**config.mk**
```make
export PLATFORM = sky130hd
export DESIGN_NAME = flash_command_protect_ctrl
export DESIGN_NICKNAME = d
export VERILOG_FILES = /design/src/common/flash_ctrl_pkg.sv /design/src/rtl/lfsr_signature.sv /design/src/rtl/flash_command_protect_ctrl.sv
export SDC_FILE = /design/constraint.sdc
export NUM_CORES = 1
export LEC_CHECK = 0
export ABC_CLOCK_PERIOD_IN_PS = 22300
export BUFFER_PORTS_ARGS = -buffer_cell sky130_fd_sc_hd__buf_2
export CORE_MARGIN = 5
export CORE_UTILIZATION = 60
export CTS_BUF_LIST = sky130_fd_sc_hd__clkbuf_2 sky130_fd_sc_hd__clkbuf_4 sky130_fd_sc_hd__clkbuf_8
export CTS_CLUSTER_DIAMETER = 100
export CTS_CLUSTER_SIZE = 14
export DETAILED_ROUTE_END_ITERATION = 12
export PLACE_DENSITY_LB_ADDON = 0.3
export SYNTH_ARGS = -nofsm -noshare
export SYNTH_HDL_FRONTEND = slang
export SYNTH_SLANG_ARGS = --single-unit
```
**constraint.sdc**
```tcl
create_clock -name clk_in -period 22.3 [get_ports clk_in]
set_clock_uncertainty 0.2 [all_clocks]
set_input_delay 1.115 -clock clk_in [delete_from_list [all_inputs] [get_ports clk_in]]
set_output_delay 1.115 -clock clk_in [all_outputs]
set_load 0.005 [all_outputs]
```
**src/common/flash_ctrl_pkg.sv**
```systemverilog
// Constants, register map and command codes for the flash command controller
package flash_ctrl_pkg;

  // Clock rate in MHz
  localparam int CLK_MHZ = 50;

  // Register byte addresses
  localparam logic [31:0] ADDR_STATUS = 32'hffff0e00;
  localparam logic [31:0] ADDR_MODE = 32'hffff0804;
  localparam logic [31:0] ADDR_CMD = 32'hffff0808;
  localparam logic [31:0] ADDR_DATA = 32'hffff080c;
  localparam logic [31:0] ADDR_ADDR = 32'hffff0810;
  localparam logic [31:0] ADDR_SIGN = 32'hffff0818;
  localparam logic [31:0] ADDR_PERS = 32'hffff081c;
  localparam logic [31:0] ADDR_VOL = 32'hffff0820;

  // Reset values
  localparam logic [15:0] RST_ADDR = 16'h0000;
  localparam logic [15:0] RST_DATA = 16'h0000;
  localparam logic [23:0] RST_SIGN = 24'hffffff;
  localparam logic [31:0] RST_PERS = 32'h00000000;
  localparam logic [31:0] RST_VOL = 32'h0fffffff;
  localparam logic [31:0] NV_BLANK = 32'hffffffff;
  localparam logic [7:0] RST_CMD = 8'h00;
  localparam logic [15:0] RST_MODE = 16'h0000;

  // Status bit positions
  localparam int ST_PASS = 0;
  localparam int ST_FAIL = 1;
  localparam int ST_BUSY = 2;
  localparam int ST_IRQ = 3;

  // Mode bit positions and key field
  localparam int MD_WREN = 3;
  localparam int MD_IRQEN = 4;
  localparam int MD_KEY_LO = 5;
  localparam logic [2:0] KEY_PROTECT = 3'h5;
  localparam logic [2:0] KEY_MASS = 3'h3;

  // Protection mask bit positions
  localparam int PM_DBG_READ = 31;
  localparam int PM_PAGE59 = 30;
  localparam int PM_PAGE58 = 29;
  localparam logic [6:0] PAGE_58 = 7'h3a;
  localparam logic [6:0] PAGE_59 = 7'h3b;

  // Highest user byte address
  localparam logic [15:0] USER_TOP = 16'h77ff;

  // Command codes
  localparam logic [7:0] CMD_NULL = 8'h00;
  localparam logic [7:0] CMD_READ = 8'h01;
  localparam logic [7:0] CMD_WRITE = 8'h02;
  localparam logic [7:0] CMD_ERASE_WRITE = 8'h03;
  localparam logic [7:0] CMD_VERIFY = 8'h04;
  localparam logic [7:0] CMD_ERASE = 8'h05;
  localparam logic [7:0] CMD_MASS = 8'h06;
  localparam logic [7:0] CMD_DONE = 8'h07;
  localparam logic [7:0] CMD_SIGN = 8'h0b;
  localparam logic [7:0] CMD_PROTECT = 8'h0c;
  localparam logic [7:0] CMD_PING = 8'h0f;

  // Operation times and derived cycle counts
  localparam int T_WRITE_US = 50;
  localparam int WRITE_CYC = T_WRITE_US * CLK_MHZ;
  localparam int T_ERASE_WRITE_MS = 24;
  localparam int ERASE_WRITE_CYC = T_ERASE_WRITE_MS * 1000 * CLK_MHZ;
  localparam int SIGN_CYC = 16389;
  localparam int PAGE_ERASE_CYC = 20000;
  localparam int MASS_ERASE_CYC = 40000;

  // Signature feedback taps
  localparam logic [23:0] SIG_POLY = 24'he10000;

  // Sequencer states
  typedef enum logic [2:0] {
    ST_IDLE = 3'b000,
    ST_RD_WAIT = 3'b001,
    ST_RD_TAKE = 3'b010,
    ST_TIMED = 3'b011,
    ST_SIG_RUN = 3'b100,
    ST_FINISH = 3'b101
  } seq_state_t;

endpackage : flash_ctrl_pkg

```
**src/rtl/lfsr_signature.sv**
```systemverilog
// Twenty-four bit shift register that folds flash words into a signature
`timescale 1ns/1ps
module lfsr_signature (
  // Clock and reset
  input wire logic clk_in,
  input wire logic rst_in,
  // Control
  input wire logic clear_in,
  input wire logic step_in,
  input wire logic [15:0] word_in,
  // Result
  output logic [23:0] sig_out
);

  logic [23:0] sig_q;
  logic [23:0] sig_d;

  // Galois step with the incoming word mixed into the low sixteen bits
  always_comb begin
    sig_d = {sig_q[22:0], 1'b0} ^ (sig_q[23] ? flash_ctrl_pkg::SIG_POLY : 24'h000000);
    sig_d = sig_d ^ {8'h00, word_in};
  end

  // Seeded with all ones so a blank array still gives a nonzero result
  always_ff @(posedge clk_in or posedge rst_in) begin
    if (rst_in) begin
      sig_q <= flash_ctrl_pkg::RST_SIGN;
    end else if (clear_in) begin
      sig_q <= flash_ctrl_pkg::RST_SIGN;
    end else if (step_in) begin
      sig_q <= sig_d;
    end
  end

  assign sig_out = sig_q;

endmodule : lfsr_signature

```
**src/rtl/flash_command_protect_ctrl.sv**
```systemverilog
// Flash command sequencer with write protection masks and signature engine
//
// Contract
// Read command loads addressed word into data
// Write command programs data word, 50 us
// Erase-write erases page then programs, 24 ms
// Verify compares word, result in fail bit
// Page erase clears addressed page only
// Mass erase user space, needs guard key
// Signature runs 16389 cycles into signature register
// Protect commits persistent mask once, key reopens
// Ping does nothing but raises interrupt
// Command reads 0x07 after codes 0x00-0x06
// Data register holds 16-bit read/write word
// Address beyond 0x77ff raises data abort
// Signature register 24 bit, read-only, all ones
// Persistent mask acts after reset, key-gated
// Volatile mask acts at once, reset default
// Bit 31 gates debug-port code reads
// Bits 30, 29 gate pages 59, 58
// Bits 28:0 gate page pairs
// Fail/pass flags set, cleared by status read
// Status bit 2 shows busy
// Mode bit 3 enables erase and write
// Mode bit 4 raises interrupt, status bit 3
// Reserved codes start nothing, change nothing; the code sets the fail flag for them
// Protected page write or erase fails
`timescale 1ns/1ps
module flash_command_protect_ctrl #(
  parameter int ERASE_WRITE_CYCLES = flash_ctrl_pkg::ERASE_WRITE_CYC,
  parameter int SIGN_CYCLES = flash_ctrl_pkg::SIGN_CYC,
  parameter int PAGE_ERASE_CYCLES = flash_ctrl_pkg::PAGE_ERASE_CYC,
  parameter int MASS_ERASE_CYCLES = flash_ctrl_pkg::MASS_ERASE_CYC
) (
  // Clock and resets
  input wire logic clk_in,
  input wire logic rst_in,
  input wire logic por_in,
  // Processor register port
  input wire logic [31:0] mmr_addr_in,
  input wire logic mmr_wr_in,
  input wire logic mmr_rd_in,
  input wire logic [31:0] mmr_wdata_in,
  output logic [31:0] mmr_rdata_out,
  output logic abort_out,
  output logic irq_out,
  // Flash array side
  output logic [14:0] fl_addr_out,
  output logic [15:0] fl_wdata_out,
  output logic fl_read_out,
  output logic fl_prog_out,
  output logic fl_erase_out,
  output logic fl_mass_out,
  input wire logic [15:0] fl_rdata_in,
  // Debug port read permission
  output logic dbg_read_ok_out
);

  ////////////////////////////////////////////////////////////////////////
  // Declarations

  flash_ctrl_pkg::seq_state_t state_q; // Sequencer state
  logic [7:0] cmd_q; // Command register
  logic [15:0] mode_q; // Mode register
  logic [15:0] data_q; // Data word
  logic [15:0] addr_q; // Byte address
  logic [23:0] sign_q; // Signature result
  logic [31:0] pers_q; // Persistent mask staging
  logic [31:0] vol_q; // Volatile mask
  logic [31:0] nv_q; // Non-volatile copy, survives rst_in
  logic nv_locked_q; // Protect already committed
  logic [31:0] pers_act_q; // Persistent mask in force
  logic load_nv_q; // Load pending after reset release
  logic [3:0] stat_q; // Status flags
  logic [20:0] cnt_q; // Operation timer
  logic [14:0] sig_addr_q; // Signature walk address
  logic sig_step_q; // Word valid for signature
  logic done_q; // Finish pulse request
  logic ok_q; // Outcome of current command
  logic ping_q; // Current command is ping
  logic [23:0] sig_val; // Shift register output
  logic wr_cmd, wr_mode, wr_data, wr_addr, wr_pers, wr_vol, rd_stat;
  logic [31:0] eff_mask; // Combined protection
  logic [6:0] page; // Addressed page
  logic page_ok; // Page writable
  logic addr_ok; // Address inside user space
  logic idle;
  logic fin; // Finishing cycle
  logic wren; // Erase and write allowed
  logic [2:0] key; // Mode key field
  logic [7:0] wcode; // Code being written

  ////////////////////////////////////////////////////////////////////////
  // Decode and protection lookup

  assign idle = (state_q == flash_ctrl_pkg::ST_IDLE);
  assign fin = (state_q == flash_ctrl_pkg::ST_FINISH);
  assign wren = mode_q[flash_ctrl_pkg::MD_WREN];
  assign key = mode_q[flash_ctrl_pkg::MD_KEY_LO +: 3];
  assign wcode = mmr_wdata_in[7:0];
  assign eff_mask = pers_act_q & vol_q;
  assign page = addr_q[15:9];
  assign addr_ok = (addr_q <= flash_ctrl_pkg::USER_TOP);

  // Write strobes by address
  assign wr_cmd = mmr_wr_in && mmr_addr_in == flash_ctrl_pkg::ADDR_CMD;
  assign wr_mode = mmr_wr_in && mmr_addr_in == flash_ctrl_pkg::ADDR_MODE;
  assign wr_data = mmr_wr_in && mmr_addr_in == flash_ctrl_pkg::ADDR_DATA;
  assign wr_addr = mmr_wr_in && mmr_addr_in == flash_ctrl_pkg::ADDR_ADDR;
  assign wr_pers = mmr_wr_in && mmr_addr_in == flash_ctrl_pkg::ADDR_PERS;
  assign wr_vol = mmr_wr_in && mmr_addr_in == flash_ctrl_pkg::ADDR_VOL;

  assign rd_stat = mmr_rd_in && (mmr_addr_in == flash_ctrl_pkg::ADDR_STATUS);

  // Page to mask bit: pairs below 58, single bits for 58 and 59
  always_comb begin
    if (page == flash_ctrl_pkg::PAGE_59) begin
      page_ok = eff_mask[flash_ctrl_pkg::PM_PAGE59];
    end else if (page == flash_ctrl_pkg::PAGE_58) begin
      page_ok = eff_mask[flash_ctrl_pkg::PM_PAGE58];
    end else begin
      page_ok = eff_mask[page[5:1]];
    end
  end

  ////////////////////////////////////////////////////////////////////////
  // Plain configuration registers

  // Mode register, free to change at any time
  always_ff @(posedge clk_in or posedge rst_in) begin
    if (rst_in) begin
      mode_q <= flash_ctrl_pkg::RST_MODE;
    end else if (wr_mode) begin
      mode_q <= mmr_wdata_in[15:0];
    end
  end

  // Address register; held while busy so the target stays stable
  always_ff @(posedge clk_in or posedge rst_in) begin
    if (rst_in) begin
      addr_q <= flash_ctrl_pkg::RST_ADDR;
    end else if (wr_addr && idle) begin
      addr_q <= mmr_wdata_in[15:0];
    end
  end

  // Volatile mask acts immediately, no key
  always_ff @(posedge clk_in or posedge rst_in) begin
    if (rst_in) begin
      vol_q <= flash_ctrl_pkg::RST_VOL;
    end else if (wr_vol) begin
      vol_q <= mmr_wdata_in;
    end
  end

  // Staging moves only under the protect key
  always_ff @(posedge clk_in or posedge rst_in) begin
    if (rst_in) begin
      pers_q <= flash_ctrl_pkg::RST_PERS;
    end else if (wr_pers && key == flash_ctrl_pkg::KEY_PROTECT) begin
      pers_q <= mmr_wdata_in;
    end
  end

  ////////////////////////////////////////////////////////////////////////
  // Non-volatile protection store

  // Only power-on, commit or mass erase change it
  always_ff @(posedge clk_in or posedge por_in) begin
    if (por_in) begin
      nv_q <= flash_ctrl_pkg::NV_BLANK;
      nv_locked_q <= 1'b0;
    end else if (fin && ok_q && cmd_q == flash_ctrl_pkg::CMD_PROTECT) begin
      nv_q <= pers_q;
      nv_locked_q <= 1'b1;
    end else if (fin && ok_q && cmd_q == flash_ctrl_pkg::CMD_MASS) begin
      nv_q <= flash_ctrl_pkg::NV_BLANK;
      nv_locked_q <= 1'b0;
    end
  end

  // Stored mask takes force one edge after reset
  always_ff @(posedge clk_in or posedge rst_in) begin
    if (rst_in) begin
      load_nv_q <= 1'b1;
      pers_act_q <= flash_ctrl_pkg::NV_BLANK;
    end else if (load_nv_q) begin
      load_nv_q <= 1'b0;
      pers_act_q <= nv_q;
    end
  end

  ////////////////////////////////////////////////////////////////////////
  // Command sequencer

  // Starts, times and finishes each command
  always_ff @(posedge clk_in or posedge rst_in) begin
    if (rst_in) begin
      state_q <= flash_ctrl_pkg::ST_IDLE;
      cmd_q <= flash_ctrl_pkg::RST_CMD;
      cnt_q <= 21'h0;
      ok_q <= 1'b0;
      ping_q <= 1'b0;
      done_q <= 1'b0;
    end else begin
      done_q <= 1'b0;
      case (state_q)
        flash_ctrl_pkg::ST_IDLE: begin
          // Writes while busy are dropped
          if (wr_cmd) begin
            cmd_q <= wcode;
            ping_q <= 1'b0;
            ok_q <= 1'b1;
            cnt_q <= 21'h0;
            case (wcode)
              flash_ctrl_pkg::CMD_NULL: begin
                state_q <= flash_ctrl_pkg::ST_FINISH;
              end
              flash_ctrl_pkg::CMD_READ, flash_ctrl_pkg::CMD_VERIFY: begin
                ok_q <= addr_ok;
                state_q <= addr_ok ? flash_ctrl_pkg::ST_RD_WAIT : flash_ctrl_pkg::ST_FINISH;
              end
              flash_ctrl_pkg::CMD_WRITE, flash_ctrl_pkg::CMD_ERASE_WRITE, flash_ctrl_pkg::CMD_ERASE: begin
                // Refused if disabled, out of range or protected
                if (!wren || !addr_ok || !page_ok) begin
                  ok_q <= 1'b0;
                  state_q <= flash_ctrl_pkg::ST_FINISH;
                end else begin
                  state_q <= flash_ctrl_pkg::ST_TIMED;
                  if (wcode == flash_ctrl_pkg::CMD_WRITE) begin
                    cnt_q <= 21'(flash_ctrl_pkg::WRITE_CYC - 1);
                  end else if (wcode == flash_ctrl_pkg::CMD_ERASE_WRITE) begin
                    cnt_q <= 21'(ERASE_WRITE_CYCLES - 1);
                  end else begin
                    cnt_q <= 21'(PAGE_ERASE_CYCLES - 1);
                  end
                end
              end
              flash_ctrl_pkg::CMD_MASS: begin
                // Guard key in the mode field must be present
                if (!wren || key != flash_ctrl_pkg::KEY_MASS) begin
                  ok_q <= 1'b0;
                  state_q <= flash_ctrl_pkg::ST_FINISH;
                end else begin
                  cnt_q <= 21'(MASS_ERASE_CYCLES - 1);
                  state_q <= flash_ctrl_pkg::ST_TIMED;
                end
              end
              flash_ctrl_pkg::CMD_SIGN: begin
                cnt_q <= 21'(SIGN_CYCLES - 1);
                state_q <= flash_ctrl_pkg::ST_SIG_RUN;
              end
              flash_ctrl_pkg::CMD_PROTECT: begin
                // Once only, unless the protect key reopens it
                ok_q <= !nv_locked_q || key == flash_ctrl_pkg::KEY_PROTECT;
                state_q <= flash_ctrl_pkg::ST_FINISH;
              end
              flash_ctrl_pkg::CMD_PING: begin
                ping_q <= 1'b1;
                state_q <= flash_ctrl_pkg::ST_FINISH;
              end
              default: begin
                // Reserved: fails, runs nothing
                ok_q <= 1'b0;
                state_q <= flash_ctrl_pkg::ST_FINISH;
              end
            endcase
          end
        end
        flash_ctrl_pkg::ST_RD_WAIT: begin
          state_q <= flash_ctrl_pkg::ST_RD_TAKE;
        end
        flash_ctrl_pkg::ST_RD_TAKE: begin
          if (cmd_q == flash_ctrl_pkg::CMD_VERIFY) begin
            ok_q <= (fl_rdata_in == data_q);
          end
          state_q <= flash_ctrl_pkg::ST_FINISH;
        end
        flash_ctrl_pkg::ST_TIMED, flash_ctrl_pkg::ST_SIG_RUN: begin
          if (cnt_q == 21'h0) begin
            state_q <= flash_ctrl_pkg::ST_FINISH;
          end else begin
            cnt_q <= cnt_q - 21'h1;
          end
        end
        flash_ctrl_pkg::ST_FINISH: begin
          done_q <= 1'b1;
          if (cmd_q <= flash_ctrl_pkg::CMD_MASS) begin
            cmd_q <= flash_ctrl_pkg::CMD_DONE;
          end else begin
            cmd_q <= flash_ctrl_pkg::CMD_NULL;
          end
          state_q <= flash_ctrl_pkg::ST_IDLE;
        end
        default: begin
          state_q <= flash_ctrl_pkg::ST_IDLE;
        end
      endcase
    end
  end

  ////////////////////////////////////////////////////////////////////////
  // Data word

  // Written when idle, filled by read
  always_ff @(posedge clk_in or posedge rst_in) begin
    if (rst_in) begin
      data_q <= flash_ctrl_pkg::RST_DATA;
    end else if (state_q == flash_ctrl_pkg::ST_RD_TAKE && cmd_q == flash_ctrl_pkg::CMD_READ) begin
      data_q <= fl_rdata_in;
    end else if (wr_data && idle) begin
      data_q <= mmr_wdata_in[15:0];
    end
  end

  ////////////////////////////////////////////////////////////////////////
  // Flash array strobes

  // Erase at op start, program at its end: erase-write erases first
  always_ff @(posedge clk_in or posedge rst_in) begin
    if (rst_in) begin
      fl_read_out <= 1'b0;
      fl_prog_out <= 1'b0;
      fl_erase_out <= 1'b0;
      fl_mass_out <= 1'b0;
      fl_addr_out <= 15'h0000;
      fl_wdata_out <= 16'h0000;
      sig_addr_q <= 15'h0000;
      sig_step_q <= 1'b0;
    end else begin
      fl_read_out <= (idle && wr_cmd && addr_ok &&
                      (wcode == flash_ctrl_pkg::CMD_READ || wcode == flash_ctrl_pkg::CMD_VERIFY)) ||
                     (state_q == flash_ctrl_pkg::ST_SIG_RUN);
      fl_erase_out <= idle && wr_cmd && wren && addr_ok && page_ok &&
                      (wcode == flash_ctrl_pkg::CMD_ERASE_WRITE || wcode == flash_ctrl_pkg::CMD_ERASE);
      fl_mass_out <= idle && wr_cmd && wren && key == flash_ctrl_pkg::KEY_MASS &&
                     wcode == flash_ctrl_pkg::CMD_MASS;
      fl_prog_out <= state_q == flash_ctrl_pkg::ST_TIMED && cnt_q == 21'h000000 &&
                     (cmd_q == flash_ctrl_pkg::CMD_WRITE || cmd_q == flash_ctrl_pkg::CMD_ERASE_WRITE);
      fl_wdata_out <= data_q;
      sig_step_q <= (state_q == flash_ctrl_pkg::ST_SIG_RUN);
      // Signature walks the array one word a cycle
      if (state_q == flash_ctrl_pkg::ST_SIG_RUN) begin
        fl_addr_out <= sig_addr_q;
        sig_addr_q <= sig_addr_q + 15'h0001;
      end else begin
        fl_addr_out <= addr_q[15:1];
        sig_addr_q <= 15'h0000;
      end
    end
  end

  ////////////////////////////////////////////////////////////////////////
  // Signature engine

  lfsr_signature u_sig (
    .clk_in(clk_in),
    .rst_in(rst_in),
    .clear_in(idle && wr_cmd),
    .step_in(sig_step_q),
    .word_in(fl_rdata_in),
    .sig_out(sig_val)
  );

  // Result lands when signature finishes
  always_ff @(posedge clk_in or posedge rst_in) begin
    if (rst_in) begin
      sign_q <= flash_ctrl_pkg::RST_SIGN;
    end else if (fin && cmd_q == flash_ctrl_pkg::CMD_SIGN) begin
      sign_q <= sig_val;
    end
  end

  ////////////////////////////////////////////////////////////////////////
  // Status, interrupt and abort

  // Hardware set beats a clearing status read in the same cycle
  always_ff @(posedge clk_in or posedge rst_in) begin
    if (rst_in) begin
      stat_q <= 4'h0;
      irq_out <= 1'b0;
      abort_out <= 1'b0;
    end else begin
      stat_q[flash_ctrl_pkg::ST_BUSY] <= !fin && !(idle && !wr_cmd);
      if (fin && ok_q) begin
        stat_q[flash_ctrl_pkg::ST_PASS] <= 1'b1;
      end else if (rd_stat) begin
        stat_q[flash_ctrl_pkg::ST_PASS] <= 1'b0;
      end
      if (fin && !ok_q) begin
        stat_q[flash_ctrl_pkg::ST_FAIL] <= 1'b1;
      end else if (rd_stat) begin
        stat_q[flash_ctrl_pkg::ST_FAIL] <= 1'b0;
      end
      if (fin && mode_q[flash_ctrl_pkg::MD_IRQEN]) begin
        stat_q[flash_ctrl_pkg::ST_IRQ] <= 1'b1;
      end else if (rd_stat) begin
        stat_q[flash_ctrl_pkg::ST_IRQ] <= 1'b0;
      end
      // Ping always interrupts
      irq_out <= fin && (mode_q[flash_ctrl_pkg::MD_IRQEN] || ping_q);
      abort_out <= idle && wr_cmd && !addr_ok && wcode >= flash_ctrl_pkg::CMD_READ &&
                   wcode <= flash_ctrl_pkg::CMD_ERASE;
    end
  end

  // Debug code reads need bit 31
  always_ff @(posedge clk_in or posedge rst_in) begin
    if (rst_in) begin
      dbg_read_ok_out <= 1'b0;
    end else begin
      dbg_read_ok_out <= eff_mask[flash_ctrl_pkg::PM_DBG_READ];
    end
  end

  ////////////////////////////////////////////////////////////////////////
  // Read data, one cycle after the strobe; unmapped reads give zero

  always_ff @(posedge clk_in or posedge rst_in) begin
    if (rst_in) begin
      mmr_rdata_out <= 32'h00000000;
    end else if (mmr_rd_in) begin
      if (mmr_addr_in == flash_ctrl_pkg::ADDR_STATUS) begin
        mmr_rdata_out <= 32'(stat_q);
      end else if (mmr_addr_in == flash_ctrl_pkg::ADDR_MODE) begin
        mmr_rdata_out <= 32'(mode_q);
      end else if (mmr_addr_in == flash_ctrl_pkg::ADDR_CMD) begin
        mmr_rdata_out <= 32'(cmd_q);
      end else if (mmr_addr_in == flash_ctrl_pkg::ADDR_DATA) begin
        mmr_rdata_out <= 32'(data_q);
      end else if (mmr_addr_in == flash_ctrl_pkg::ADDR_ADDR) begin
        mmr_rdata_out <= 32'(addr_q);
      end else if (mmr_addr_in == flash_ctrl_pkg::ADDR_SIGN) begin
        mmr_rdata_out <= {8'h00, sign_q};
      end else if (mmr_addr_in == flash_ctrl_pkg::ADDR_PERS) begin
        mmr_rdata_out <= pers_q;
      end else if (mmr_addr_in == flash_ctrl_pkg::ADDR_VOL) begin
        mmr_rdata_out <= vol_q;
      end else begin
        mmr_rdata_out <= 32'h00000000;
      end
    end
  end

endmodule : flash_command_protect_ctrl

```
# Word level (Yosys, flattened, before mapping)
# Cells that the tools add are included.
# op_classes
bitwise_logic	3
n_eq_ne	39
reduce_logical	72
muxes	52
n_addsub	2
n_lt_le_gt_ge	5
# ops
op	count
$mux W32	10
$eq A32 B32 Y1 const B	8
$mux W21	5
$mux W24	3
$pmux W21 S3	1
$mux W16	3
$pmux W21 S2	1
$eq A8 B3 Y1 const B	5
$eq A8 B4 Y1 const B	5
$logic_and A1 B1 Y1	34
$and A32 B32 Y32	1
$eq A8 B2 Y1 const B	4
$mux W15	2
$pmux W3 S4	2
$xor A24 B16 Y24	1
$xor A24 B24 Y24	1
$logic_not A21 Y1	1
$sub A21 B1 Y21 const B	1
$mux W3	6
$reduce_bool A2 Y1	9
$eq A16 B16 Y1	1
$eq A8 B1 Y1 const B	2
$le A16 B15 Y1 const B	1
$le A8 B3 Y1 const B	2
other kinds (23)	64
# word_totals
inputBits	85
elab_cells	205
regBits	350
out_inout_bits	70

# Logic depth before layout (Yosys ltp)
# Gate-level depths: netlist (run 1).
# logic_depth
ltp_word	11
mapped_depth	10
ltp_nobuf	9

# Modules after synthesis
# A second synthesis (run 1) with hierarchy kept.
# unflattened
hier_cells	1438
area_unflattened_um2	16091.7
# modules_own_cells
mod	cells_each	seq_area_each_um2	instances	area_each_um2
flash_command_protect_ctrl	1337	8304.2	1	14949.3
lfsr_signature	101	630.6	1	1142.3

# Worst setup path after synthesis (run 1)
# Ideal clock, no wire load.
# synth_timing
path_type	input to register
startpoint	input port mmr_addr_in[0]
endpoint	register cnt_q[2]
t_required_ps	22018
setup_time_ps	82
path_stages	6
path_slack_ps	18811
arrival_ps	3207
n_path_buf	0
cell_sequence	nand4b_4 > or4_1 > or3_1 > or4_4 > or3_4 > a22oi_2
# synth_between
elab_chain_cells	4
# synth_rtl
item	line_no	text
start: declaration	flash_command_protect_ctrl.sv:40	input wire logic [31:0] mmr_addr_in,
$eq A32 B32 Y1	flash_command_protect_ctrl.sv:106	assign wr_cmd = mmr_wr_in && mmr_addr_in == flash_ctrl_pkg::ADDR_CMD;
$logic_and A1 B1 Y1	flash_command_protect_ctrl.sv:106	
$ne A2 B2 Y1 (no source line)	--	
$reduce_and A3 Y1 (no source line)	--	
end signal: assignment	flash_command_protect_ctrl.sv:231	cnt_q <= 21'(flash_ctrl_pkg::WRITE_CYC - 1);
end signal: assignment	flash_command_protect_ctrl.sv:233	cnt_q <= 21'(ERASE_WRITE_CYCLES - 1);
end signal: assignment	flash_command_protect_ctrl.sv:235	cnt_q <= 21'(PAGE_ERASE_CYCLES - 1);
end: declaration	flash_command_protect_ctrl.sv:75	logic [20:0] cnt_q;
# Every way passes these cells.
# A chain may end at the register's enable or synchronous reset.

# Final worst setup path (run 1)
# layout_timing
startpoint	input port mmr_addr_in[2]
endpoint	register mmr_rdata_out[30]
# layout_between
elab_chain_cells	9
elab_cells_between_ends	16
cone_classes	8 x eq/ne; 8 x mux
# layout_rtl
item	line_no	text
$eq A32 B32 Y1	flash_command_protect_ctrl.sv:437	end else if (mmr_addr_in == flash_ctrl_pkg::ADDR_VOL) begin
$mux W32	flash_command_protect_ctrl.sv:437	
$mux W32	flash_command_protect_ctrl.sv:435	end else if (mmr_addr_in == flash_ctrl_pkg::ADDR_PERS) begin
$mux W32	flash_command_protect_ctrl.sv:433	end else if (mmr_addr_in == flash_ctrl_pkg::ADDR_SIGN) begin
$mux W32	flash_command_protect_ctrl.sv:431	end else if (mmr_addr_in == flash_ctrl_pkg::ADDR_ADDR) begin
$mux W32	flash_command_protect_ctrl.sv:429	end else if (mmr_addr_in == flash_ctrl_pkg::ADDR_DATA) begin
$mux W32	flash_command_protect_ctrl.sv:427	end else if (mmr_addr_in == flash_ctrl_pkg::ADDR_CMD) begin
$mux W32	flash_command_protect_ctrl.sv:425	end else if (mmr_addr_in == flash_ctrl_pkg::ADDR_MODE) begin
$mux W32 (*)	flash_command_protect_ctrl.sv:423	if (mmr_addr_in == flash_ctrl_pkg::ADDR_STATUS) begin
end signal: assignment	flash_command_protect_ctrl.sv:424	mmr_rdata_out <= 32'(stat_q);
end signal: assignment	flash_command_protect_ctrl.sv:426	mmr_rdata_out <= 32'(mode_q);
end signal: assignment	flash_command_protect_ctrl.sv:428	mmr_rdata_out <= 32'(cmd_q);
end: declaration	flash_command_protect_ctrl.sv:44	output logic [31:0] mmr_rdata_out,
# Mark *: on every way between the ends. The rest lies on a longest branch, timed or not.

==> results of run 1 <==
[per-layer routing]
layer	global-route usage [%]	part of all wire (%)
met5	0	0
met4	9.33	3.4
met3	4.68	8.1
met2	45.7	46
met1	40.8	42
[cells by family after synthesis]
family | Yosys count | synth area share [%]
mux | 168 | 11.5
other cells | 1 | 0.0231
buf+inv | 109 | 2.65
fa+ha+maj | 2 | 0.154
simple gates | 450 | 14.3
xor+xnor | 51 | 2.75
compound gates | 314 | 13.7
flops | 350 | 55.0
[worst max-delay path: stages]
cell and delay, ns:
buf_2 0.22, or2_2 0.37, a21o_1 0.19, a41oi_1 0.88, nand2_1 0.52, or2_2 0.52
o2bb2ai_1 0.18
[report_power, final]
group	leakage [nW]	total (mW)	internal, mW	switching [mW]
Clock	0.305	0.362	0.155	0.206
Sequential	4.28	0.638	0.636	0.00147
Combinational	3.37	0.0465	0.0131	0.0333
[area by class of cell]
| class | count | area (um^2) |
|---|---|---|
| fill | 2105 | 8960 |
| sequential | 350 | 8930 |
| multi-input combinational | 986 | 6910 |
| timing repair buffer | 174 | 921 |
| clock buffer | 50 | 557 |
| tap | 341 | 427 |
| inverter | 23 | 93.8 |
[flip-flops by register name (all words and copies together) (netlist names), 3 cells and up]
| signal | flops |
|---|---|
| mmr_rdata_out | 32 |
| pers_q | 32 |
| sig_addr_q | 15 |
| vol_q | 32 |
| data_q | 16 |
| stat_q | 4 |
| pers_act_q | 32 |
| fl_addr_out | 15 |
| u_sig.sig_out | 24 |
| nv_q | 32 |
| cmd_q | 8 |
| state_q | 3 |
| sign_q | 24 |
| addr_q | 16 |
| mode_q | 16 |
| fl_wdata_out | 16 |
| cnt_q | 21 |
[cells in the final DEF, fill, tap and decap left out, types with 21 or more instances in the layout]
master	n
mux2_2	145
dfstp_2	141
xnor2_1	30
a21oi_1	38
clkbuf_4	21
clkbuf_8	29
o22a_1	32
nand2_1	177
nor2_1	53
mux2i_1	23
xor2_1	21
nor3_1	22
dfrtp_1	209
inv_1	21
nand3_1	48
buf_2	154
o21ai_0	104
[synth_stat cells (7+ instances only)]
| library cell | count |
|---|---|
| and2_1 | 10 |
| dfrtp_1 | 209 |
| o22a_1 | 32 |
| a21o_1 | 11 |
| xnor2_1 | 30 |
| nor2b_1 | 8 |
| or4_1 | 8 |
| a222oi_1 | 18 |
| a21oi_1 | 39 |
| nor2_1 | 54 |
| o21ai_0 | 104 |
| and3_1 | 15 |
| a221oi_1 | 7 |
| mux2_2 | 145 |
| nand2_1 | 177 |
| xor2_1 | 21 |
| nand3_1 | 48 |
| nor4_1 | 16 |
| o2bb2ai_1 | 16 |
| nand2b_1 | 10 |
| mux2i_1 | 23 |
| nand4_1 | 13 |
| dfstp_2 | 141 |
| inv_1 | 22 |
| nor3_1 | 23 |
| a22oi_1 | 20 |
| buf_2 | 11 |
| nand3b_1 | 12 |
| clkbuf_1 | 67 |
| a22o_1 | 9 |
| or3_1 | 15 |
[path summary, 6_finish.rpt]
kind                                      to  slack [ns]  cells after the start
max reg2reg                         cnt_q[2]       18.68                      8
max                        mmr_rdata_out[30]       18.60                      7
max in group asynchronous     fl_addr_out[2]       20.02                      3
min in group asynchronous         addr_q[13]        0.42                      2
min                          fl_wdata_out[9]        0.27                      0
min reg2reg                  fl_wdata_out[9]        0.27                      0
[metrics by stage]
step,util [%],instances,power [mW],setup WS (ns),hold slack [ns]
2_1_floorplan,-,1445,0.672,12.39,0.211
3_3_place_gp,64.5,1874,0.695,18.07,0.254
3_5_place_dp,64.5,1874,0.695,18.08,0.245
4_1_cts,66.6,1924,1.05,18.68,0.268
5_1_grt,66.6,1924,1.09,18.42,0.289
6_report,66.6,1924,1.05,18.60,0.265
==> results.sh, run 1 <==
export IMPL_status="finished clean"
export IMPL_finalSetupViolations=0
export IMPL_max_cap_violations=0
export IMPL_via_per_inst=6.47
export IMPL_reg2reg_from="addr_q[12]"
export IMPL_clock_path_buffers=3
export IMPL_critPathLaunchType="primary input"
export IMPL_synthArstFlopShare_pct=100
export IMPL_synth_area_mm2=0.0162
export IMPL_slew_headroom_pct=11.2
export IMPL_wl_per_cell_um=23.0
export IMPL_place_area_mm2=0.0173
export IMPL_fp_dieH_um=175
export IMPL_core_mm2=0.0268
export IMPL_insertion_delay_ns=0.60
export IMPL_gp_congestion=0.952
export IMPL_min_delay_path_class="reg2reg"
export IMPL_cp_end_kind="flop"
export IMPL_hold_viol=0
export IMPL_drtPass1Iterations=6
export IMPL_synth_ff_type="dfrtp_1"
export IMPL_ys_seq_area_share_pct=55.0
export IMPL_holdBufCountCts=0
export IMPL_postCtsSetupRepairBufs=0
export IMPL_grt_max_degree=98
export IMPL_cp_data_required_time_ns=22.62
export IMPL_avgSynthCellArea_um2=11.2
export IMPL_n_antenna_cell=0
export IMPL_final_max_slew_viol_count=0
export IMPL_power_density_mw_per_mm2=58.6
export IMPL_cp_startpoint="mmr_addr_in[2]"
export IMPL_cts_tree="yes"
export IMPL_cts_resized_gates=0
export IMPL_cts_made_buffers=28
export IMPL_path_clk_slew_ns=0.10
export IMPL_cts_sinks=350
export IMPL_vdd_ir_drop_max_uv=51.0
export IMPL_hold_start="data_q[9]"
export IMPL_die_x_um=175
export IMPL_netlist_instances=1445
export IMPL_rsz0062_at_grt="no"
export IMPL_fmax_mhz=270
export IMPL_cp_arrival_ns=4.02
export IMPL_worst_pin_slew_ns=1.33
export IMPL_num_rows=60
export IMPL_port_buffers=154
export IMPL_antenna_left=0
export IMPL_num_io_pins=155
export IMPL_drive_gt1_share_pct=34.4
export IMPL_overflow=0
export IMPL_synth_nets=1532
export IMPL_area_growth_pct=9.82
export IMPL_synth_edff_count=0
export IMPL_postLayoutCellArea_mm2=0.0178
export IMPL_drc=0
export IMPL_first_global_vias=12500
export IMPL_die_area_mm2=0.0305
export IMPL_synth_top_area_share_pct=32.2
export IMPL_drt_iter0_drc=1423
export IMPL_grt_pass1_wl_um=70400
export IMPL_nNetsFinal=1650
export IMPL_crit_fanout=18
export IMPL_via_count=12500
export IMPL_antenna_found_initial=0
export IMPL_clock_tree_root_cell="clkbuf_8"
export IMPL_track_usage_pct=28.7
export IMPL_yosys_warnings=0
export IMPL_min_period_over_period_pct=16.6
export IMPL_dp_hpwl_um=30700
export IMPL_finalSetupTns_ns=0
export IMPL_ys_top_cells_by_area="dfrtp_1 32%, dfstp_2 23%, mux2_2 10%, nand2_1 4.1%, o21ai_0 3.2%"
export IMPL_initial_core_util_pct=60.6
export IMPL_cts_max_level=1
export IMPL_p_leak_nw=7.96
export IMPL_path_class="in2reg"
export IMPL_drt_wl_total_um=44200
export IMPL_ys_types=79
export IMPL_ys_ff_latch=350
export IMPL_synth_top_area_cell="dfrtp_1"
export IMPL_period_needed_ns=3.70
Note: power is estimated with default switching activity, not from simulation.
==> inputs of run 2 (changes only) <==
Settings changed: ABC_CLOCK_PERIOD_IN_PS 22300 to 3650.
Clock period 22.3 ns to 3.65 ns, I/O delays scaled along.
==> run 2 against run 1 <==
  * Clock power increased to 6.2 times the previous value
  * Critical path depth unchanged
  * Sequential cell count unchanged
  * Highest routed layer unchanged
  * Cell area increased by 4.6%
  * Total power increased to 6.2 times the previous value
  * Via count increased by 2.5%
  * Die area unchanged
  * Critical path type is now reg2reg
  * Utilization increased by 3.0 points
==> results.sh, run 2 (synthesis gave the netlist of run 1 again) <==
export IMPL_status="finished clean"
export IMPL_cp_arrival_ns=3.82
export IMPL_crit_top_cell="or4_1"
export IMPL_cts_tree="yes"
export IMPL_antenna_left=0
export IMPL_num_rows=60
export IMPL_stdcell_count=2009
export IMPL_port_buffers=154
export IMPL_dr_wl_met3_um=3310
export IMPL_mostFrequentLayoutCell="dfrtp_1"
export IMPL_area_growth_pct=14.8
export IMPL_crit_fanout=16
export IMPL_clock_tree_root_cell="clkbuf_8"
export IMPL_grt_max_degree=140
export IMPL_finalSetupViolations=0
export IMPL_initial_core_util_pct=60.6
export IMPL_track_usage_pct=29.8
export IMPL_drc=0
export IMPL_insertion_delay_ns=0.63
export IMPL_postCtsSetupRepairBufs=0
export IMPL_dp_hpwl_um=31800
export IMPL_vdd_ir_drop_max_uv=293
export IMPL_drive_gt1_share_pct=34.2
export IMPL_antenna_found_initial=0
export IMPL_critPathLaunchType="flop"
export IMPL_first_global_vias=12900
export IMPL_fp_dieH_um=175
export IMPL_p_leak_nw=8.34
export IMPL_die_x_um=175
export IMPL_max_cap_violations=0
export IMPL_final_max_slew_viol_count=0
export IMPL_final_cell_mix="208 x dfrtp_1, 177 x nand2_1, 154 x buf_2, 145 x mux2_2, 141 x dfstp_2"
export IMPL_nNetsFinal=1733
export IMPL_critical_path_slowest_cell="or4_1"
export IMPL_fillCellCount=1953
export IMPL_fmax_mhz=284
export IMPL_drtPass1Iterations=7
export IMPL_cp_slowest_stage_delay_ns=0.62
export IMPL_via_count=12800
export IMPL_min_delay_path_class="in2reg"
export IMPL_core_mm2=0.0268
export IMPL_cts_sinks=350
export IMPL_slew_headroom_pct=33.7
export IMPL_period_needed_ns=3.52
export IMPL_via_per_inst=6.36
export IMPL_cts_made_buffers=28
export IMPL_wl_per_cell_um=22.8
export IMPL_drt_wl_total_um=45800
export IMPL_gp_congestion=0.971
export IMPL_path_class="reg2reg"
export IMPL_hold_viol=0
export IMPL_m1WireLength_um=19300
export IMPL_maxUsedRoutingLayer="met4"
export IMPL_die_area_mm2=0.0305
export IMPL_overflow=0
export IMPL_path_clk_slew_ns=0.10
export IMPL_clock_path_buffers=3
export IMPL_wl_met2_um=21900
export IMPL_cp_data_required_time_ns=3.94
export IMPL_dp_cells=1896
export IMPL_power_density_mw_per_mm2=347
export IMPL_grt_pass1_wl_um=73400
export IMPL_drt_iter0_drc=1405
export IMPL_holdWs_ns=0.0747
export IMPL_rsz0062_at_grt="no"
export IMPL_num_io_pins=155
export IMPL_n_antenna_cell=0
export IMPL_path_cells="or4_1 -> or4_1 -> nor3b_2 -> buf_4 -> mux2i_1 -> dlygate4sd3_1 -> o21ai_0"
export IMPL_cts_max_level=1
export IMPL_min_period_over_period_pct=96.5
export IMPL_worst_pin_slew_ns=0.995
export IMPL_cp_end_kind="flop"
run 2: changes by cell type in the layout (fill, tap and decap cells not counted), moves of 2 or more:
cell | before | now
dlygate4sd3_1 | 0 | 61
buf_12 | 0 | 3
clkbuf_4 | 21 | 23
buf_4 | 20 | 39
run 2: per-stage QoR:
step           total power [mW]  worst slack (ns)  util [%]  setup TNS (ns)  area, um^2
6_report                   6.47             0.128      69.6               0       18700
2_1_floorplan              4.11            -0.868         -         -180.62       16300
3_3_place_gp               4.25             0.296      65.2               0       17500
3_5_place_dp               4.26             0.290      65.2               0       17500
5_1_grt                    6.70            0.0317      69.6               0       18700
4_1_cts                    6.51             0.200      69.6               0       18700
run 2: layout make-up:
| type | count | area (um^2) | share of cell area (%) |
|---|---|---|---|
| inverter | 23 | 90.1 | 0.483 |
| sequential | 350 | 8940 | 47.9 |
| tap | 341 | 427 | 2.29 |
| clock inverter | 1 | 8.76 | 0.0469 |
| clock buffer | 51 | 558 | 2.99 |
| timing repair buffer | 257 | 1730 | 9.29 |
| multi-input combinational | 986 | 6910 | 37.0 |
run 2: final timing paths:
check / start / end / slack (ns) / depth (start not counted)
max reg2reg: cmd_q[7] / data_q[2] / 0.13 / 7
max: cmd_q[7] / data_q[2] / 0.13 / 7
max in group asynchronous: rst_in / pers_q[27] / 1.57 / 5
min: mmr_addr_in[4] / fl_mass_out / 0.07 / 4
min reg2reg: data_q[10] / fl_wdata_out[10] / 0.28 / 0
min in group asynchronous: por_in / nv_q[30] / 0.51 / 3
run 2: what timing repair did:
| item | in CTS | in global routing |
|---|---|---|
| gates resized for setup | 0 | 1 |
| hold endpoints to repair | 303 | 0 |
| setup endpoints to repair | 0 | 1 |
| hold buffers | 61 | 0 |
run 2: where the power goes:
group	internal [mW]	switching, mW
logic	0.129	0.219
registers	3.89	0.00737
clock network	0.956	1.28
total	4.97	1.50
run 2: routing by layer:
layer  global-route usage, %  vias up
met2                    49.2      546
met4                    8.61        0
met3                    4.31      100
met5                       0        -
met1                    41.6     6471
li1                        -     5655
run 2: worst max-delay path, delay by kind of cell, from the launching register on:
| family | cells | cell delay (ns) |
|---|---|---|
| AND/OR/NAND/NOR | 3 | 1.50 |
| flip-flops | 1 | 0.44 |
| multiplexers | 1 | 0.23 |
| buffers and inverters | 2 | 0.94 |
| AO/OA/AOI/OAI | 1 | 0.07 |
==> inputs of run 3 (changes only) <==
Settings changed: PLACE_DENSITY_LB_ADDON 0.3 to 0.2.
==> run 3 against run 2 <==
  * Sequential power about the same
  * Clock power about the same
  * Largest cell class unchanged
  * Via count increased by 0.31%
  * Highest routed layer is now met5
  * Final cell count increased by 0.20%
  * First-iteration DRC count decreased by 13%
  * Utilization increased by 0.12 points
  * Register-to-register slack improved by 0.05 ns
  * Sequential cell count unchanged
==> results.sh, run 3 (synthesis gave the netlist of run 1 again) <==
export IMPL_status="finished clean"
export IMPL_dp_hpwl_um=31900
export IMPL_period_needed_ns=3.47
export IMPL_switchingPower_mw=1.49
export IMPL_power_frac_clock_pct=34.5
export IMPL_postCtsSetupRepairBufs=0
export IMPL_cts_tree="yes"
export IMPL_power_density_mw_per_mm2=346
export IMPL_grt_max_degree=145
export IMPL_core_mm2=0.0268
export IMPL_port_buffers=154
export IMPL_drtPass1Iterations=6
export IMPL_drt_iter0_drc=1227
export IMPL_switching_share_pct=23.0
export IMPL_cp_data_required_time_ns=3.93
export IMPL_mostFrequentLayoutCell="dfrtp_1"
export IMPL_combPwrFrac_pct=5.3
export IMPL_total_power_mw=6.47
export IMPL_overflow=0
export IMPL_clock_tree_root_cell="clkbuf_8"
export IMPL_crit_fanout=16
export IMPL_p_leak_nw=8.34
export IMPL_num_rows=60
export IMPL_cts_sinks=350
export IMPL_via_count=12800
export IMPL_holdBufCountCts=63
export IMPL_final_max_slew_viol_count=0
export IMPL_n_antenna_cell=0
export IMPL_grt_pass1_wl_um=73400
export IMPL_clock_path_buffers=3
export IMPL_initial_core_util_pct=60.6
export IMPL_fp_dieH_um=175
export IMPL_num_io_pins=155
export IMPL_setup_ws_ns=0.182
export IMPL_drt_wl_total_um=46100
export IMPL_cp_end_kind="flop"
export IMPL_min_period_over_period_pct=95.0
export IMPL_cts_resized_gates=0
export IMPL_post_place_ws_ns=0.504
export IMPL_first_global_vias=12900
export IMPL_antenna_left=0
export IMPL_vdd_ir_drop_max_uv=306
export IMPL_p_int_mw=4.99
export IMPL_area_growth_pct=15.0
export IMPL_place_area_mm2=0.0175
export IMPL_finalSetupTns_ns=0
export IMPL_path_clk_slew_ns=0.10
export IMPL_min_delay_path_class="in2async"
export IMPL_insertion_delay_ns=0.60
export IMPL_fmax_mhz=288
export IMPL_final_util_pct=69.7
export IMPL_path_class="reg2reg"
export IMPL_critPathLaunchType="flop"
export IMPL_hold_viol=0
export IMPL_antenna_found_initial=1
export IMPL_nNetsFinal=1737
export IMPL_max_cap_violations=0
export IMPL_cts_max_level=1
export IMPL_cts_made_buffers=28
export IMPL_p_seq_share_pct=60.2
export IMPL_drive_gt1_share_pct=34.2
export IMPL_rsz0062_at_grt="no"
export IMPL_wl_per_cell_um=22.9
export IMPL_track_usage_pct=30.2
export IMPL_postLayoutCellArea_mm2=0.0187
export IMPL_worst_pin_slew_ns=1.01
export IMPL_cp_arrival_ns=3.74
export IMPL_drc=0
export IMPL_final_cell_mix="209 x dfrtp_1, 177 x nand2_1, 154 x buf_2, 145 x mux2_2, 141 x dfstp_2"
export IMPL_finalSetupViolations=0
export IMPL_slew_headroom_pct=32.5
export IMPL_via_per_inst=6.36
export IMPL_die_x_um=175
export IMPL_die_area_mm2=0.0305
export IMPL_gp_congestion=0.971
-- run 3: final cells by class --
cell class,count,area [um^2]
clock buffers,52,572
fillers,1990,8110
flip-flops and latches,350,8930
inverters,23,90.1
multi-input cells,986,6910
repair buffers,261,1760
well taps,341,427
-- run 3: worst paths after layout --
| kind | to | start | cells past startpoint | slack (ns) |
|---|---|---|---|---|
| max | data_q[10] | cmd_q[7] | 7 | 0.18 |
| min | nv_locked_q | por_in | 4 | 0.03 |
| max reg2reg | data_q[10] | cmd_q[7] | 7 | 0.18 |
| min reg2reg | fl_wdata_out[10] | data_q[10] | 0 | 0.27 |
| max in group asynchronous | pers_q[16] | rst_in | 5 | 1.67 |
| min in group clk_in | fl_mass_out | mmr_addr_in[22] | 5 | 0.07 |
-- run 3: through the flow --
stage	hold slack, ns	cells
after floorplan	0.0877	1445
after global routing	0.0702	2013
after global placement	0.00276	1898
after detailed placement	-0.000853	1898
final	0.0288	2013
after CTS	0.00799	2013
-- run 3: critical path, cell delays in order (launching register included) --
cell and delay [ns]:
dfrtp_1 0.42, or4_1 0.63, or4_1 0.55, nor3b_2 0.31, buf_4 0.37, mux2i_1 0.22
dlygate4sd3_1 0.55, o21ai_0 0.06
-- run 3: per-layer routing --
layer | global-route usage, % | vias up | share of wire (%)
li1 | - | 5671 | -
met1 | 42.1 | 6455 | 42
met2 | 47.8 | 570 | 47
met3 | 6.22 | 113 | 7.8
met4 | 9.95 | 2 | 3.6
met5 | 0 | - | 0.022
-- run 3: power by group through the flow --
stage	Combinational, mW	Sequential [mW]	Clock, mW
after global placement	0.286	3.96	0
after global routing	0.375	3.90	2.43
after CTS	0.340	3.89	2.28
final	0.343	3.89	2.24
after detailed placement	0.291	3.96	0
after floorplan	0.149	3.96	0
